`src/core/qbu_pkg.sv`:
```
package qbu_pkg;
  localparam int unsigned DATA_W     = 32;
  localparam int unsigned HALF_W     = 16;
  localparam int unsigned BYTE_W     = 8;
  localparam int unsigned REG_IDX_W  = 3;
  localparam int unsigned ALIGN_W    = 2;
  // op field layout of the 32-bit opcode
  localparam int unsigned OPC_OP_LSB   = 0;
  localparam int unsigned OPC_REV_BIT  = 4;
  localparam int unsigned OPC_SRCA_BIT = 5;
  localparam int unsigned OPC_SRCB_BIT = 6;
  localparam int unsigned OPC_DST0_LSB = 8;
  localparam int unsigned OPC_DST1_LSB = 12;
  localparam int unsigned OPC_PAR_BIT  = 15;
  localparam logic [15:0] OPC_TAG      = 16'hC7A5;
  localparam int unsigned OPC_TAG_LSB  = 16;
  localparam logic [15:0] SAT_MAX      = 16'hFFFF;
  localparam logic [31:0] ZERO_WORD    = 32'h0000_0000;
  localparam logic [39:0] ZERO_ACC     = 40'h00_0000_0000;
  typedef enum logic [1:0]
  {
    QBU_OP_NONE   = 2'b00,
    QBU_OP_UNPACK = 2'b01,
    QBU_OP_SAA    = 2'b10
  } qbu_op_e;
endpackage

```
`src/core/qbu_align.sv`:
```
`timescale 1ns/10ps
module qbu_align
  import qbu_pkg::*;
(
  input  wire logic [qbu_pkg::DATA_W-1:0]  lo_reg_i,
  input  wire logic [qbu_pkg::DATA_W-1:0]  hi_reg_i,
  input  wire logic                        rev_i,
  input  wire logic [qbu_pkg::ALIGN_W-1:0] align_i,
  output logic      [qbu_pkg::DATA_W-1:0]  bytes_o
);
  import qbu_pkg::*;
  logic [63:0] window;
  always_comb
  begin
    if (rev_i)
      window = {lo_reg_i, hi_reg_i};
    else
      window = {hi_reg_i, lo_reg_i};
    bytes_o = window[{align_i, 3'b000} +: 32];
  end
endmodule

```
`src/core/qbu_unit.sv`:
```
// Behaviour
// - saa reverse option swaps pair's low source
// - forward: low bytes from low register
// - reverse: low bytes from high register
// - saa: four byte pairs, subtract-abs-accumulate
// - unpack copies four contiguous aligned bytes
// - first index low bits pick unpack alignment
// - codes 0..3 select byte3..0 through byte6..3
// - unpack reverse swaps registers, same alignment
// - bytes A,B to dest0; C,D to dest1
// - unpack destinations any of eight registers
// - suppress misaligned exceptions during unpack
// - unpack decoded as 32-bit opcode
// - allow parallel issue with 16-bit instructions
// - accumulator halves saturate, never wrap
// - second index aligns second source pair
`timescale 1ns/10ps
module qbu_unit
  import qbu_pkg::*;
(
  input  wire logic                          mclk_i,
  input  wire logic                          sys_rst_i,
  input  wire logic                          issue_i,
  input  wire logic [qbu_pkg::DATA_W-1:0]    opcode_i,
  input  wire logic [qbu_pkg::DATA_W-1:0]    reg_r0_i,
  input  wire logic [qbu_pkg::DATA_W-1:0]    reg_r1_i,
  input  wire logic [qbu_pkg::DATA_W-1:0]    reg_r2_i,
  input  wire logic [qbu_pkg::DATA_W-1:0]    reg_r3_i,
  input  wire logic [qbu_pkg::ALIGN_W-1:0]   align_index_first_i,
  input  wire logic [qbu_pkg::ALIGN_W-1:0]   align_index_second_i,
  input  wire logic [39:0]                   accumulator_zero_i,
  input  wire logic [39:0]                   accumulator_one_i,
  output logic                               wr_en_o,
  output logic      [qbu_pkg::REG_IDX_W-1:0] wr_idx0_o,
  output logic      [qbu_pkg::REG_IDX_W-1:0] wr_idx1_o,
  output logic      [qbu_pkg::DATA_W-1:0]    wr_data0_o,
  output logic      [qbu_pkg::DATA_W-1:0]    wr_data1_o,
  output logic                               acc_wr_o,
  output logic      [39:0]                   accumulator_zero_o,
  output logic      [39:0]                   accumulator_one_o,
  output logic                               misalign_suppress_o,
  output logic                               par_issue_ok_o
);
  import qbu_pkg::*;

  function automatic logic [HALF_W-1:0] sat_add(input logic [HALF_W-1:0] acc, input logic [BYTE_W-1:0] d);
    logic [HALF_W:0] s;
    s = {1'b0, acc} + {9'h000, d};
    sat_add = s[HALF_W] ? SAT_MAX : s[HALF_W-1:0];
  endfunction

  function automatic logic [BYTE_W-1:0] abs_diff(input logic [BYTE_W-1:0] a, input logic [BYTE_W-1:0] b);
    abs_diff = (a >= b) ? 8'(a - b) : 8'(b - a);
  endfunction

  logic                dec_ok;
  qbu_op_e             op;
  logic                rev;
  logic [DATA_W-1:0]   pa_lo, pa_hi, pb_lo, pb_hi;
  logic [DATA_W-1:0]   bytes_a, bytes_b;

  // 32-bit opcode decode with tag in upper half
  assign dec_ok = issue_i && (opcode_i[OPC_TAG_LSB +: 16] == OPC_TAG);
  always_comb
  begin
    op = QBU_OP_NONE;
    if (dec_ok)
    begin
      case (opcode_i[OPC_OP_LSB +: 2])
        2'b01:   op = QBU_OP_UNPACK;
        2'b10:   op = QBU_OP_SAA;
        default: op = QBU_OP_NONE;
      endcase
    end
  end
  assign rev = opcode_i[OPC_REV_BIT];

  // pair select: only R1:0 / R3:2 are encodable
  assign pa_lo = opcode_i[OPC_SRCA_BIT] ? reg_r2_i : reg_r0_i;
  assign pa_hi = opcode_i[OPC_SRCA_BIT] ? reg_r3_i : reg_r1_i;
  assign pb_lo = opcode_i[OPC_SRCB_BIT] ? reg_r2_i : reg_r0_i;
  assign pb_hi = opcode_i[OPC_SRCB_BIT] ? reg_r3_i : reg_r1_i;

  qbu_align u_align_a
  (
    .lo_reg_i (pa_lo),
    .hi_reg_i (pa_hi),
    .rev_i    (rev),
    .align_i  (align_index_first_i),
    .bytes_o  (bytes_a)
  );

  qbu_align u_align_b
  (
    .lo_reg_i (pb_lo),
    .hi_reg_i (pb_hi),
    .rev_i    (rev),
    .align_i  (align_index_second_i),
    .bytes_o  (bytes_b)
  );

  logic                 wr_en_r, wr_en_nxt;
  logic [REG_IDX_W-1:0] wr_idx0_r, wr_idx0_nxt, wr_idx1_r, wr_idx1_nxt;
  logic [DATA_W-1:0]    wr_data0_r, wr_data0_nxt, wr_data1_r, wr_data1_nxt;
  logic                 acc_wr_r, acc_wr_nxt;
  logic [39:0]          acc0_r, acc0_nxt, acc1_r, acc1_nxt;
  logic [HALF_W-1:0]    h0, h1, h2, h3;

  always_comb
  begin
    wr_en_nxt    = 1'b0;
    wr_idx0_nxt  = wr_idx0_r;
    wr_idx1_nxt  = wr_idx1_r;
    wr_data0_nxt = wr_data0_r;
    wr_data1_nxt = wr_data1_r;
    acc_wr_nxt   = 1'b0;
    acc0_nxt     = acc0_r;
    acc1_nxt     = acc1_r;
    h0 = accumulator_zero_i[15:0];
    h1 = accumulator_zero_i[31:16];
    h2 = accumulator_one_i[15:0];
    h3 = accumulator_one_i[31:16];
    case (op)
      QBU_OP_UNPACK:
      begin
        wr_en_nxt    = 1'b1;
        wr_idx0_nxt  = opcode_i[OPC_DST0_LSB +: REG_IDX_W];
        wr_idx1_nxt  = opcode_i[OPC_DST1_LSB +: REG_IDX_W];
        // zero-extended halves
        wr_data0_nxt = {8'h00, bytes_a[15:8], 8'h00, bytes_a[7:0]};
        wr_data1_nxt = {8'h00, bytes_a[31:24], 8'h00, bytes_a[23:16]};
      end
      QBU_OP_SAA:
      begin
        // four lanes in parallel
        acc_wr_nxt = 1'b1;
        h0 = sat_add(h0, abs_diff(bytes_a[7:0], bytes_b[7:0]));
        h1 = sat_add(h1, abs_diff(bytes_a[15:8], bytes_b[15:8]));
        h2 = sat_add(h2, abs_diff(bytes_a[23:16], bytes_b[23:16]));
        h3 = sat_add(h3, abs_diff(bytes_a[31:24], bytes_b[31:24]));
        acc0_nxt = {accumulator_zero_i[39:32], h1, h0};
        acc1_nxt = {accumulator_one_i[39:32], h3, h2};
      end
      default:
      begin
        wr_en_nxt = 1'b0;
      end
    endcase
  end

  always_ff @(posedge mclk_i)
  begin
    if (sys_rst_i)
    begin
      wr_en_r    <= 1'b0;
      wr_idx0_r  <= 3'h0;
      wr_idx1_r  <= 3'h0;
      wr_data0_r <= ZERO_WORD;
      wr_data1_r <= ZERO_WORD;
      acc_wr_r   <= 1'b0;
      acc0_r     <= ZERO_ACC;
      acc1_r     <= ZERO_ACC;
    end
    else
    begin
      wr_en_r    <= wr_en_nxt;
      wr_idx0_r  <= wr_idx0_nxt;
      wr_idx1_r  <= wr_idx1_nxt;
      wr_data0_r <= wr_data0_nxt;
      wr_data1_r <= wr_data1_nxt;
      acc_wr_r   <= acc_wr_nxt;
      acc0_r     <= acc0_nxt;
      acc1_r     <= acc1_nxt;
    end
  end

  assign wr_en_o             = wr_en_r;
  assign wr_idx0_o           = wr_idx0_r;
  assign wr_idx1_o           = wr_idx1_r;
  assign wr_data0_o          = wr_data0_r;
  assign wr_data1_o          = wr_data1_r;
  assign acc_wr_o            = acc_wr_r;
  assign accumulator_zero_o  = acc0_r;
  assign accumulator_one_o   = acc1_r;
  assign misalign_suppress_o = (op == QBU_OP_UNPACK);
  assign par_issue_ok_o      = (op != QBU_OP_NONE) && opcode_i[OPC_PAR_BIT];

  unpack_wr_a: assert property (@(posedge mclk_i) disable iff (sys_rst_i)
    (op == QBU_OP_UNPACK) |=> wr_en_o && wr_data0_o[7:0] == $past(bytes_a[7:0])
                              && wr_data1_o[23:16] == $past(bytes_a[31:24]))
    else $error("unpack byte placement wrong");
  unpack_zero_a: assert property (@(posedge mclk_i) disable iff (sys_rst_i)
    wr_en_o |-> wr_data0_o[15:8] == 8'h00 && wr_data0_o[31:24] == 8'h00
                && wr_data1_o[15:8] == 8'h00 && wr_data1_o[31:24] == 8'h00)
    else $error("unpack upper bytes not zero");
  unpack_dest_a: assert property (@(posedge mclk_i) disable iff (sys_rst_i)
    (op == QBU_OP_UNPACK) |=> wr_idx1_o == $past(opcode_i[14:12]) && wr_idx0_o == $past(opcode_i[10:8]))
    else $error("unpack destination index wrong");
  align_fwd_a: assert property (@(posedge mclk_i) disable iff (sys_rst_i)
    (!rev && align_index_first_i == 2'b00) |-> bytes_a == pa_lo)
    else $error("forward alignment zero wrong");
  align_rev_a: assert property (@(posedge mclk_i) disable iff (sys_rst_i)
    (rev && align_index_first_i == 2'b00) |-> bytes_a == pa_hi)
    else $error("reverse alignment zero wrong");
  align_three_a: assert property (@(posedge mclk_i) disable iff (sys_rst_i)
    (!rev && align_index_first_i == 2'b11) |-> bytes_a == {pa_hi[23:0], pa_lo[31:24]})
    else $error("alignment three wrong");
  saa_sat_a: assert property (@(posedge mclk_i) disable iff (sys_rst_i)
    (op == QBU_OP_SAA) |=> accumulator_one_o[15:0] >= $past(accumulator_one_i[15:0])
                           && accumulator_zero_o[31:16] >= $past(accumulator_zero_i[31:16]))
    else $error("accumulator half wrapped");
  saa_lane_a: assert property (@(posedge mclk_i) disable iff (sys_rst_i)
    (op == QBU_OP_SAA && bytes_a[23:16] == bytes_b[23:16])
    |=> acc_wr_o && accumulator_one_o[15:0] == $past(accumulator_one_i[15:0]))
    else $error("equal bytes changed accumulator");
  suppress_a: assert property (@(posedge mclk_i) disable iff (sys_rst_i)
    misalign_suppress_o == (issue_i && opcode_i[OPC_TAG_LSB +: 16] == OPC_TAG && opcode_i[1:0] == 2'b01))
    else $error("misalign suppress wrong");

  unpack_rev_c: cover property (@(posedge mclk_i) disable iff (sys_rst_i) op == QBU_OP_UNPACK && rev);
  saa_fwd_c:    cover property (@(posedge mclk_i) disable iff (sys_rst_i) op == QBU_OP_SAA && !rev);
  saa_rev_c:    cover property (@(posedge mclk_i) disable iff (sys_rst_i) op == QBU_OP_SAA && rev);
  saa_sat_c:    cover property (@(posedge mclk_i) disable iff (sys_rst_i) acc_wr_o && accumulator_one_o[15:0] == SAT_MAX);
endmodule

```
`config.mk`:
```
export PLATFORM = sky130hd
export DESIGN_NAME = qbu_unit
export DESIGN_NICKNAME = d
export VERILOG_FILES = /design/src/core/qbu_pkg.sv /design/src/core/qbu_align.sv /design/src/core/qbu_unit.sv
export SDC_FILE = /design/constraint.sdc
export NUM_CORES = 1
export LEC_CHECK = 0
export BUFFER_PORTS_ARGS = -buffer_cell sky130_fd_sc_hd__buf_2
export CORE_MARGIN = 2
export CORE_UTILIZATION = 52
export DETAILED_ROUTE_END_ITERATION = 7
export PLACE_DENSITY = 0.81
export SYNTH_ARGS = -nofsm -noshare
export SYNTH_HDL_FRONTEND = slang
export SYNTH_SLANG_ARGS = --single-unit
```
`constraint.sdc`:
```
create_clock -name mclk_i -period 8.4 [get_ports mclk_i]
set_clock_uncertainty 0.1 [all_clocks]
set_input_delay 1.26 -clock mclk_i [delete_from_list [all_inputs] [get_ports mclk_i]]
set_output_delay 1.26 -clock mclk_i [all_outputs]
set_load 0.1 [all_outputs]
```
==> results.json, run 1 <==
{
  "cp_max_fo": 43,
  "gr-total-overflow": 0,
  "initial_core_util_pct": 52.5,
  "cts_tree": "yes",
  "relSlewSlack_pct": 15.8,
  "drv_cap": 0,
  "synthTopCellsByArea": "dfxtp_1 (18%), mux4_2 (11%), ha_1 (9.1%)",
  "dieArea_um2": 26600,
  "cts_setup_buffers": 0,
  "fp-row-count": 58,
  "vias_per_cell": 5.75,
  "rsz0062_at_grt": "false",
  "totalWireLength_mm": 40.3,
  "grt_usage_pct": 29.3,
  "fmax_ghz": 0.140,
  "worst_pin_slew_ps": 1260,
  "place_congestion": 1.01,
  "whs_ps": 346,
  "multi_input_area_um2": 9790,
  "routedWlPerCell_um": 17.8,
  "drc": 4,
  "hold_violations": 0,
  "regArea_um2": 2400,
  "cts_hold_buf": 0,
  "post-route-util_pct": 62.2,
  "violations": "DRC",
  "syn2layout_area_growth_pct": 18.5,
  "fin_ws_ps": 1250,
  "setup_viol": 0,
  "cp-start-kind": "primary input",
  "synthArstFlopShare_pct": 0,
  "die_x_um": 163,
  "yosysTopAreaCellShare_pct": 18.3,
  "ios": 401,
  "synthFlopType": "dfxtp_1",
  "clkLatencyLatePin_ps": 420,
  "outcome": "finished with violations",
  "drive_above_1_share_pct": 28.7,
  "grt_pass1_wl_mm": 61.9,
  "clock-sinks": 120,
  "detail_route.iter0.violations": 1077,
  "ctsRootBufferMaster": "clkbuf_16",
  "fin_crit_sh_pct": 85.1,
  "crit_type": "in -> reg",
  "grt_pass1_vias": 12000,
  "die_y_um": 163,
  "clk_pin_slew_ps": 60,
  "setup_tns_ps": 0,
  "syn_inst": 1625,
  "required_ps": 8560,
  "end_kind": "register",
  "syn_area_per_cell_um2": 8.09,
  "cellPowerDensity_nw_per_um2": 198,
  "maxSlewViolCount": 0,
  "port_buffers": 364,
  "clockBufferDepth": 2,
  "cp.arrival_ps": 7310,
  "fillers": 2218,
  "core_um2": 25000,
  "top_layer": "met4",
  "fin_nets": 2277,
  "dp.final_hpwl_mm": 32.3,
  "post_synth_num_cell_types": 68,
  "ant_nets": 0,
  "synth-seq-cells": 120,
  "power.leakage_uw": 0.00724,
  "h-tree-depth": 4,
  "antenna_found_initial": 4,
  "met1_length_mm": 16.6,
  "syn_area_um2": 13100,
  "wl_met3_mm": 2.68,
  "wl_met2_mm": 19.8,
  "hold_class": "reg -> reg",
  "grt_max_degree": 89,
  "synth_seq_area_share_pct": 18.3,
  "postCtsResizedCells": 0,
  "place_ws_ps": 824,
  "cts_buffers": 17,
  "dr_total_vias": 13000,
  "synth_top_area_cell": "dfxtp_1",
  "drt_pass1_iterations": 8,
  "ys_warn_count": 0,
  "ir_drop_mv": 0.154,
  "synth_edf_count": 0,
  "finalCriticalPeriod_ps": 7150
}
per-stage QoR:
stage          cell area, um2  total power, uW  std cells
2_1_floorplan           13300             1940       1656
3_3_place_gp            15000             2270       2233
3_5_place_dp            15000             2320       2233
4_1_cts                 15600             3090       2265
5_1_grt                 15600             3300       2268
6_report                15600             3090       2268
registers in the layout, indices dropped and copies added, names as in the netlist:
name / cells
wr_en_o: 1
accumulator_zero_o: 40
accumulator_one_o: 40
acc_wr_o: 1
wr_idx0_o: 3
wr_idx1_o: 3
wr_data0_o: 16
wr_data1_o: 16
final cells by class:
class | count | area share, %
antenna | 3 | 0.0482
clock buffer | 20 | 2.93
clock inverter | 12 | 0.883
inverter | 104 | 2.50
multi-input combinational | 1301 | 62.8
sequential | 120 | 15.4
tap | 330 | 2.65
timing repair buffer | 378 | 12.7
layout by cell type (no fill, tap or decap), types with 5 or more instances in the layout:
cell       netlist  final
a31oi_1         13     13
nand3_1         24     24
and2_1          11     11
mux2_2          46     46
nand2b_1        11     11
a311oi_1         7      7
o21a_1          29     29
mux4_2          64     64
nor3b_1          5      5
xnor2_1         39     39
or2_2           10     10
a211oi_1        64     64
nand4_1         14     14
inv_1          102    102
o21bai_1        13     13
inv_6            0      5
ha_1            96     96
a21oi_1        141    141
buf_4           37     13
nand2_1        197    197
clkbuf_16        0     17
dfxtp_1        120    120
a21o_1          20     20
o21ai_0         51     51
mux2i_1         87     87
conb_1           1     32
nor2_1         187    186
o21ai_1          5      5
o211ai_1        18     18
nor2b_1          6      6
fa_1            12     12
buf_2           21    361
a21oi_2          9      9
xor2_1          39     39
power by group:
| part | switching (uW) | internal [uW] | leakage [uW] |
|---|---|---|---|
| registers | 0.000915 | 569 | 0.000966 |
| clock network | 294 | 457 | 0.000288 |
| logic | 1030 | 743 | 0.00598 |
| total | 1320 | 1770 | 0.00724 |
routing by layer:
layer | vias up | track usage [%]
met1 | 6102 | 36.3
met3 | 76 | 4.76
met2 | 595 | 51.4
li1 | 6275 | -
met4 | 0 | 10.8
met5 | - | 0
cell families after synthesis:
family | Yosys count | synth area share (%)
and+or+nand+nor | 488 | 15.9
AOI/OAI and AO/OA | 396 | 19.7
buffers and inverters | 235 | 8.18
muxes | 199 | 21.8
DFF | 120 | 18.3
adders and majority gates | 108 | 11.0
xor gates and xnor gates | 78 | 5.20
other | 1 | 0.0285
cell usage after synthesis (all sizes together), types with 25 or more instances:
| cell | instances |
|---|---|
| nand2 | 197 |
| nor2 | 191 |
| a21oi | 151 |
| dfxtp | 120 |
| inv | 103 |
| ha | 96 |
| mux2i | 87 |
| buf | 68 |
| a211oi | 67 |
| mux4 | 64 |
| clkbuf | 63 |
| o21ai | 57 |
| mux2 | 48 |
| xnor2 | 39 |
| xor2 | 39 |
| o21a | 29 |
| nand3 | 25 |
path summary, 6_finish.rpt:
path,start,cells past startpoint,slack (ps),end
setup / recovery,align_index_second_i[0],21,1250,accumulator_one_o[21]$_SDFFE_PP0P_
hold / removal,wr_idx0_o[2]$_SDFFE_PP0P_,2,350,wr_idx0_o[2]$_SDFFE_PP0P_
setup reg to reg,accumulator_one_o[21]$_SDFFE_PP0P_,2,7560,accumulator_one_o[21]$_SDFFE_PP0P_
hold reg to reg,wr_idx0_o[2]$_SDFFE_PP0P_,2,350,wr_idx0_o[2]$_SDFFE_PP0P_
critical path, cell delays in order:
cell,delay [ps]
buf_2,550
inv_2,460
mux2_2,390
o21ai_0,650
inv_1,190
ha_1,360
nand4_1,120
nand3_2,120
a311oi_4,600
mux2i_1,350
o21ai_1,90
a21oi_1,200
xnor2_1,150
ha_1,310
a21oi_1,220
nor3b_1,210
a21oi_1,170
nand2b_1,160
nor2_1,70
nor2_2,460
a211oi_1,170
Power figures use the tool's default switching activity.
==> run 2, diff against run 1 <==
Settings changed: CORE_UTILIZATION 52 to 49, PLACE_DENSITY 0.81 to 0.79, SYNTH_HIERARCHICAL set to 1.
Clock period 8.4 ns to 6.22 ns, I/O delays scaled along.
==> run 2 against run 1 <==
The flow now finishes without violations. Worst hold slack is essentially flat. Setup slack got worse by 920 ps. Sequential cell count stayed put. Global-route usage grew 4.1 points. Clock-buffer cell count shrank 1. Via count grew 13%. Register-to-register slack got worse by 2300 ps. Combinational power up 63%. Synthesized area up 9.3%. Synthesized cell count up 3.8%. Largest power group unchanged. Highest routed layer is now met5.
==> results.json, run 2 <==
{
  "clockBufferDepth": 2,
  "fin_ws_ps": 333,
  "port_buffers": 364,
  "grt_pass1_wl_mm": 79.7,
  "postCtsResizedCells": 0,
  "cellPowerDensity_nw_per_um2": 273,
  "synth-seq-cells": 120,
  "die_y_um": 175,
  "setup_viol": 0,
  "routedWlPerCell_um": 21.8,
  "grt_usage_pct": 33.5,
  "ir_drop_mv": 0.206,
  "dr_total_vias": 14700,
  "die_x_um": 175,
  "power_uw": 4700,
  "fin_nets": 2393,
  "clk_pin_slew_ps": 60,
  "final_cell_mix": "buf_2 (362), nand2_1 (145), mux2_2 (139), dfxtp_1 (120), a21oi_1 (117)",
  "dieArea_um2": 30700,
  "relSlewSlack_pct": 39.0,
  "dp_cells": 2403,
  "crit_family": "compound AO/OA/AOI/OAI gates",
  "rsz0062_at_grt": "false",
  "syn2layout_area_growth_pct": 19.7,
  "synth_seq_area_share_pct": 16.7,
  "vias_per_cell": 6.01,
  "synthFlopType": "dfxtp_1",
  "fmax_ghz": 0.170,
  "syn_inst": 1687,
  "whs_ps": 345,
  "crit_slowest_cell": "a2111oi_0",
  "cts_tree": "yes",
  "yosysMostFrequentCell": "nand2_1",
  "drt_pass1_iterations": 6,
  "gr-total-overflow": 0,
  "drv_cap": 0,
  "ios": 401,
  "synth_top_area_cell": "dfxtp_1",
  "synth_edf_count": 0,
  "synth_common_cells": "nand2_1 (145), mux2_2 (139), dfxtp_1 (120), a21oi_1 (117), inv_1 (107)",
  "grt_pass1_vias": 13900,
  "post_synth_num_cell_types": 86,
  "cts_setup_buffers": 0,
  "power.leakage_uw": 0.00807,
  "cp_max_fo": 19,
  "ys_warn_count": 6,
  "cts_hold_buf": 0,
  "place_congestion": 1.00,
  "required_ps": 6460,
  "yosysTopAreaCellShare_pct": 16.7,
  "place_ws_ps": -34.7,
  "critPathMaxStageDelay_ps": 480,
  "antenna_found_initial": 8,
  "maxSlewViolCount": 0,
  "final_common_cell": "buf_2",
  "design_area_um2": 17200,
  "detail_route.iter0.violations": 1179,
  "clkLatencyLatePin_ps": 430,
  "hold_class": "reg -> reg",
  "outcome": "complete, no violations",
  "hold_violations": 0,
  "drive_above_1_share_pct": 33.6,
  "fin_cells": 2444,
  "syn_area_per_cell_um2": 8.52,
  "synthArstFlopShare_pct": 0,
  "drc": 0,
  "critPathBufInv": 6,
  "dp.final_hpwl_mm": 43.6,
  "ctsRootBufferMaster": "clkbuf_16",
  "worst_pin_slew_ps": 915,
  "crit_type": "in -> reg",
  "grt_max_degree": 87,
  "end_kind": "register",
  "ant_nets": 0,
  "fin_crit_sh_pct": 94.6,
  "cts_buffers": 17,
  "cp.arrival_ps": 6130,
  "clock-sinks": 120,
  "finalCriticalPeriod_ps": 5890,
  "core_um2": 28800,
  "syn_area_um2": 14400,
  "initial_core_util_pct": 49.9,
  "h-tree-depth": 4,
  "path_cells": "buf_2 > buf_12 > buf_12 > buf_4 > mux2_2 > mux2i_1 > o22ai_1 > a221o_1 > inv_1 > ha_1 > nand4_1 > a31o_1 > and3_4 > a21o_1 > a2111oi_0 > o211ai_1 > ha_1 > a211oi_1 > o211ai_1 > a31oi_1 > buf_4 > nor2b_1 > xnor2_1 > a211oi_1",
  "cp-start-kind": "primary input",
  "totalWireLength_mm": 53.4,
  "synthTopCellsByArea": "dfxtp_1 (17%), mux2_2 (11%), ha_1 (8.4%)",
  "fp-row-count": 62,
  "place_area_um2": 16600
}
[run 2: changes by cell type after synthesis, sizes merged, moves of 21 or more]
| cell | previous run | this run |
|---|---|---|
| o22ai | 0 | 64 |
| clkbuf | 63 | 42 |
| mux4 | 64 | 0 |
| mux2 | 48 | 197 |
| nor2 | 191 | 72 |
| a211oi | 67 | 45 |
| nand2 | 197 | 145 |
| a21oi | 151 | 125 |
| a221o | 0 | 64 |
| buf | 68 | 104 |
[run 2: worst paths after layout]
path	start	to	slack, ps	cells past startpoint
min	wr_data0_o[17]$_SDFFE_PP0P_	wr_data0_o[17]$_SDFFE_PP0P_	350	2
min reg2reg	wr_data0_o[17]$_SDFFE_PP0P_	wr_data0_o[17]$_SDFFE_PP0P_	350	2
max	opcode_i[5]	accumulator_one_o[9]$_SDFFE_PP0P_	330	24
max reg2reg	accumulator_one_o[14]$_SDFFE_PP0P_	accumulator_one_o[14]$_SDFFE_PP0P_	5270	2
[run 2: metrics by stage]
step | util (%) | setup TNS, ps
final | 59.8 | 0
after CTS | 59.7 | 0
after floorplan | - | 0
after global routing | 59.8 | 0
after global placement | 57.5 | 0
after detailed placement | 57.5 | -446
[run 2: logic make-up after synthesis]
| family | after synthesis | synth area share, % |
|---|---|---|
| buffers and inverters | 253 | 9.48 |
| muxes | 301 | 23.7 |
| DFF | 120 | 16.7 |
| other | 1 | 0.0261 |
| xor gates and xnor gates | 65 | 3.96 |
| AOI/OAI and AO/OA | 480 | 24.0 |
| and+or+nand+nor | 359 | 12.1 |
| adders and majority gates | 108 | 10.0 |
[run 2: layout make-up]
type | count | area [um2]
Antenna cell | 9 | 22.5
Clock buffer | 19 | 453
Clock inverter | 13 | 168
Fill cell | 2581 | 11600
Inverter | 107 | 402
Multi-Input combinational cell | 1345 | 10700
Sequential cell | 120 | 2400
Tap cell | 384 | 480
Timing Repair Buffer | 447 | 2540
[run 2: metal layers]
metal  track usage, %  vias to the layer above  wire length [um]
li1                 -                     6869                 -
met1             40.3                     6941             21200
met2             57.3                      753             25200
met3             5.61                      134              4140
met4             17.1                        2              2820
met5                0                        -                15
[run 2: worst reg2reg max path: cells and delay by family (launching register included)]
family | cells | cell delay [ps]
AO/OA/AOI/OAI | 1 | 340
flip-flops | 1 | 340
AND/OR/NAND/NOR | 1 | 50
[run 2: power by group]
| group | switching, uW | internal [uW] |
|---|---|---|
| logic | 1640 | 1250 |
| clock network | 388 | 654 |
| registers | 0.00127 | 769 |
==> run 3, diff against run 2 <==
Settings changed: MAX_ROUTING_LAYER set to met4.
==> run 3 against run 2 <==
Final cell count rose by 0.25%. Clock-buffer cell count down 2. Combinational power rose by 2%. Worst hold slack better by 4.5 ps. Via count decreased by 0.37%. Critical path type unchanged. Largest cell class unchanged. Largest power group unchanged. Highest routed layer is now met4.
==> results.json, run 3 (same netlist as run 2, synthesis figures left out) <==
{
  "power.leakage_uw": 0.00813,
  "clk_pin_slew_ps": 50,
  "maxSlewViolCount": 0,
  "fin_nets": 2405,
  "clkLatencyLatePin_ps": 430,
  "end_kind": "register",
  "fmax_ghz": 0.171,
  "critPathMaxStageDelay_ps": 410,
  "syn2layout_area_growth_pct": 20.4,
  "port_buffers": 364,
  "crit_slowest_cell": "a2111oi_1",
  "final_cell_mix": "buf_2 (362), nand2_1 (145), mux2_2 (139), dfxtp_1 (120), a21oi_1 (117)",
  "outcome": "complete, no violations",
  "whs_ps": 350,
  "relSlewSlack_pct": 37.6,
  "grt_max_degree": 87,
  "drv_cap": 0,
  "hold_violations": 0,
  "dieArea_um2": 30700,
  "final_common_cell": "buf_2",
  "fin_ws_ps": 366,
  "cts_buffers": 17,
  "drc": 0,
  "grt_pass1_wl_mm": 80.4,
  "setup_tns_ps": 0,
  "cp_max_fo": 29,
  "place_ws_ps": -69.5,
  "ctsRootBufferMaster": "clkbuf_16",
  "regArea_um2": 2400,
  "routedWlPerCell_um": 22.1,
  "path_cells": "buf_4 > buf_4 > buf_4 > mux2i_1 > o22ai_1 > a221o_1 > ha_1 > inv_1 > fa_1 > nand3_1 > a31o_1 > and3_4 > a21o_1 > a2111oi_1 > o211ai_1 > ha_1 > a211oi_1 > o211ai_1 > a31oi_1 > buf_4 > nor2_1 > xnor2_1 > a21oi_1",
  "fp-row-count": 62,
  "die_x_um": 175,
  "crit_type": "in -> reg",
  "multi_input_area_um2": 10700,
  "cts_hold_buf": 0,
  "ant_nets": 0,
  "r2r_slack_ps": 5200,
  "ios": 401,
  "initial_core_util_pct": 49.9,
  "cellPowerDensity_nw_per_um2": 276,
  "drive_above_1_share_pct": 34.0,
  "cp.arrival_ps": 6070,
  "fin_crit_sh_pct": 94.1,
  "gr-total-overflow": 0,
  "h-tree-depth": 4,
  "crit_family": "compound AO/OA/AOI/OAI gates",
  "fillers": 2609,
  "drt_pass1_iterations": 6,
  "vias_per_cell": 5.98,
  "clockBufferDepth": 2,
  "die_y_um": 175,
  "worst_pin_slew_ps": 934,
  "cp-start-kind": "primary input",
  "critPathBufInv": 5,
  "grt_pass1_vias": 14100,
  "core_um2": 28800,
  "place_congestion": 1.03,
  "dp.final_hpwl_mm": 43.9,
  "finalCriticalPeriod_ps": 5850,
  "clock-sinks": 120,
  "ir_drop_mv": 0.162,
  "totalWireLength_mm": 54.0,
  "dr_total_vias": 14600,
  "required_ps": 6430,
  "hold_class": "reg -> reg",
  "grt_usage_pct": 34.8,
  "cp_common_cell": "buf_4",
  "rsz0062_at_grt": "false",
  "detail_route.iter0.violations": 1267,
  "antenna_found_initial": 3,
  "setup_viol": 0,
  "cts_tree": "yes"
}
## run 3: path summary, 6_finish.rpt
check	from	to	cells past startpoint
max reg2reg	accumulator_one_o[14]$_SDFFE_PP0P_	accumulator_one_o[14]$_SDFFE_PP0P_	2
max	opcode_i[4]	accumulator_one_o[13]$_SDFFE_PP0P_	23
min	wr_data0_o[17]$_SDFFE_PP0P_	wr_data0_o[17]$_SDFFE_PP0P_	2
min reg2reg	wr_data0_o[17]$_SDFFE_PP0P_	wr_data0_o[17]$_SDFFE_PP0P_	2
## run 3: repair_timing
action | 4_1_cts | 5_1_grt
setup endpoints to repair | 0 | 19
buffers inserted | 0 | 1
gates resized for setup | 0 | 2
## run 3: per-stage QoR
step	util, %	instances	power [uW]	instance area (um2)
2_1_floorplan	-	1718	2870	14500
3_3_place_gp	57.8	2414	3560	16600
3_5_place_dp	57.8	2414	3630	16600
4_1_cts	60.0	2445	4720	17300
5_1_grt	60.1	2449	5060	17300
6_report	60.1	2450	4770	17300
## run 3: metal layers
metal | vias up | track usage (%) | share of wire, %
met5 | - | - | 0
met4 | 0 | 17.9 | 5.1
met3 | 150 | 4.87 | 7.0
met2 | 755 | 57.6 | 47
met1 | 6860 | 41.1 | 41
li1 | 6880 | - | -
## run 3: layout make-up
type | count | area share, %
clock buffer | 17 | 2.46
multi-input combinational | 1345 | 62.1
sequential | 120 | 13.9
inverter | 107 | 2.32
antenna | 4 | 0.0579
tap | 384 | 2.78
timing repair buffer | 459 | 15.3
clock inverter | 14 | 1.14
## run 3: power breakdown
| group | internal [uW] | total, uW | switching, uW |
|---|---|---|---|
| combinational | 1280 | 2940 | 1660 |
| sequential | 769 | 769 | 0.00125 |
| clock | 670 | 1060 | 394 |
## run 3: worst register-to-register path, cell delays in order (launching register included)
cell and delay [ps]:
dfxtp_1 340, nor2_1 50, a2111oi_0 400
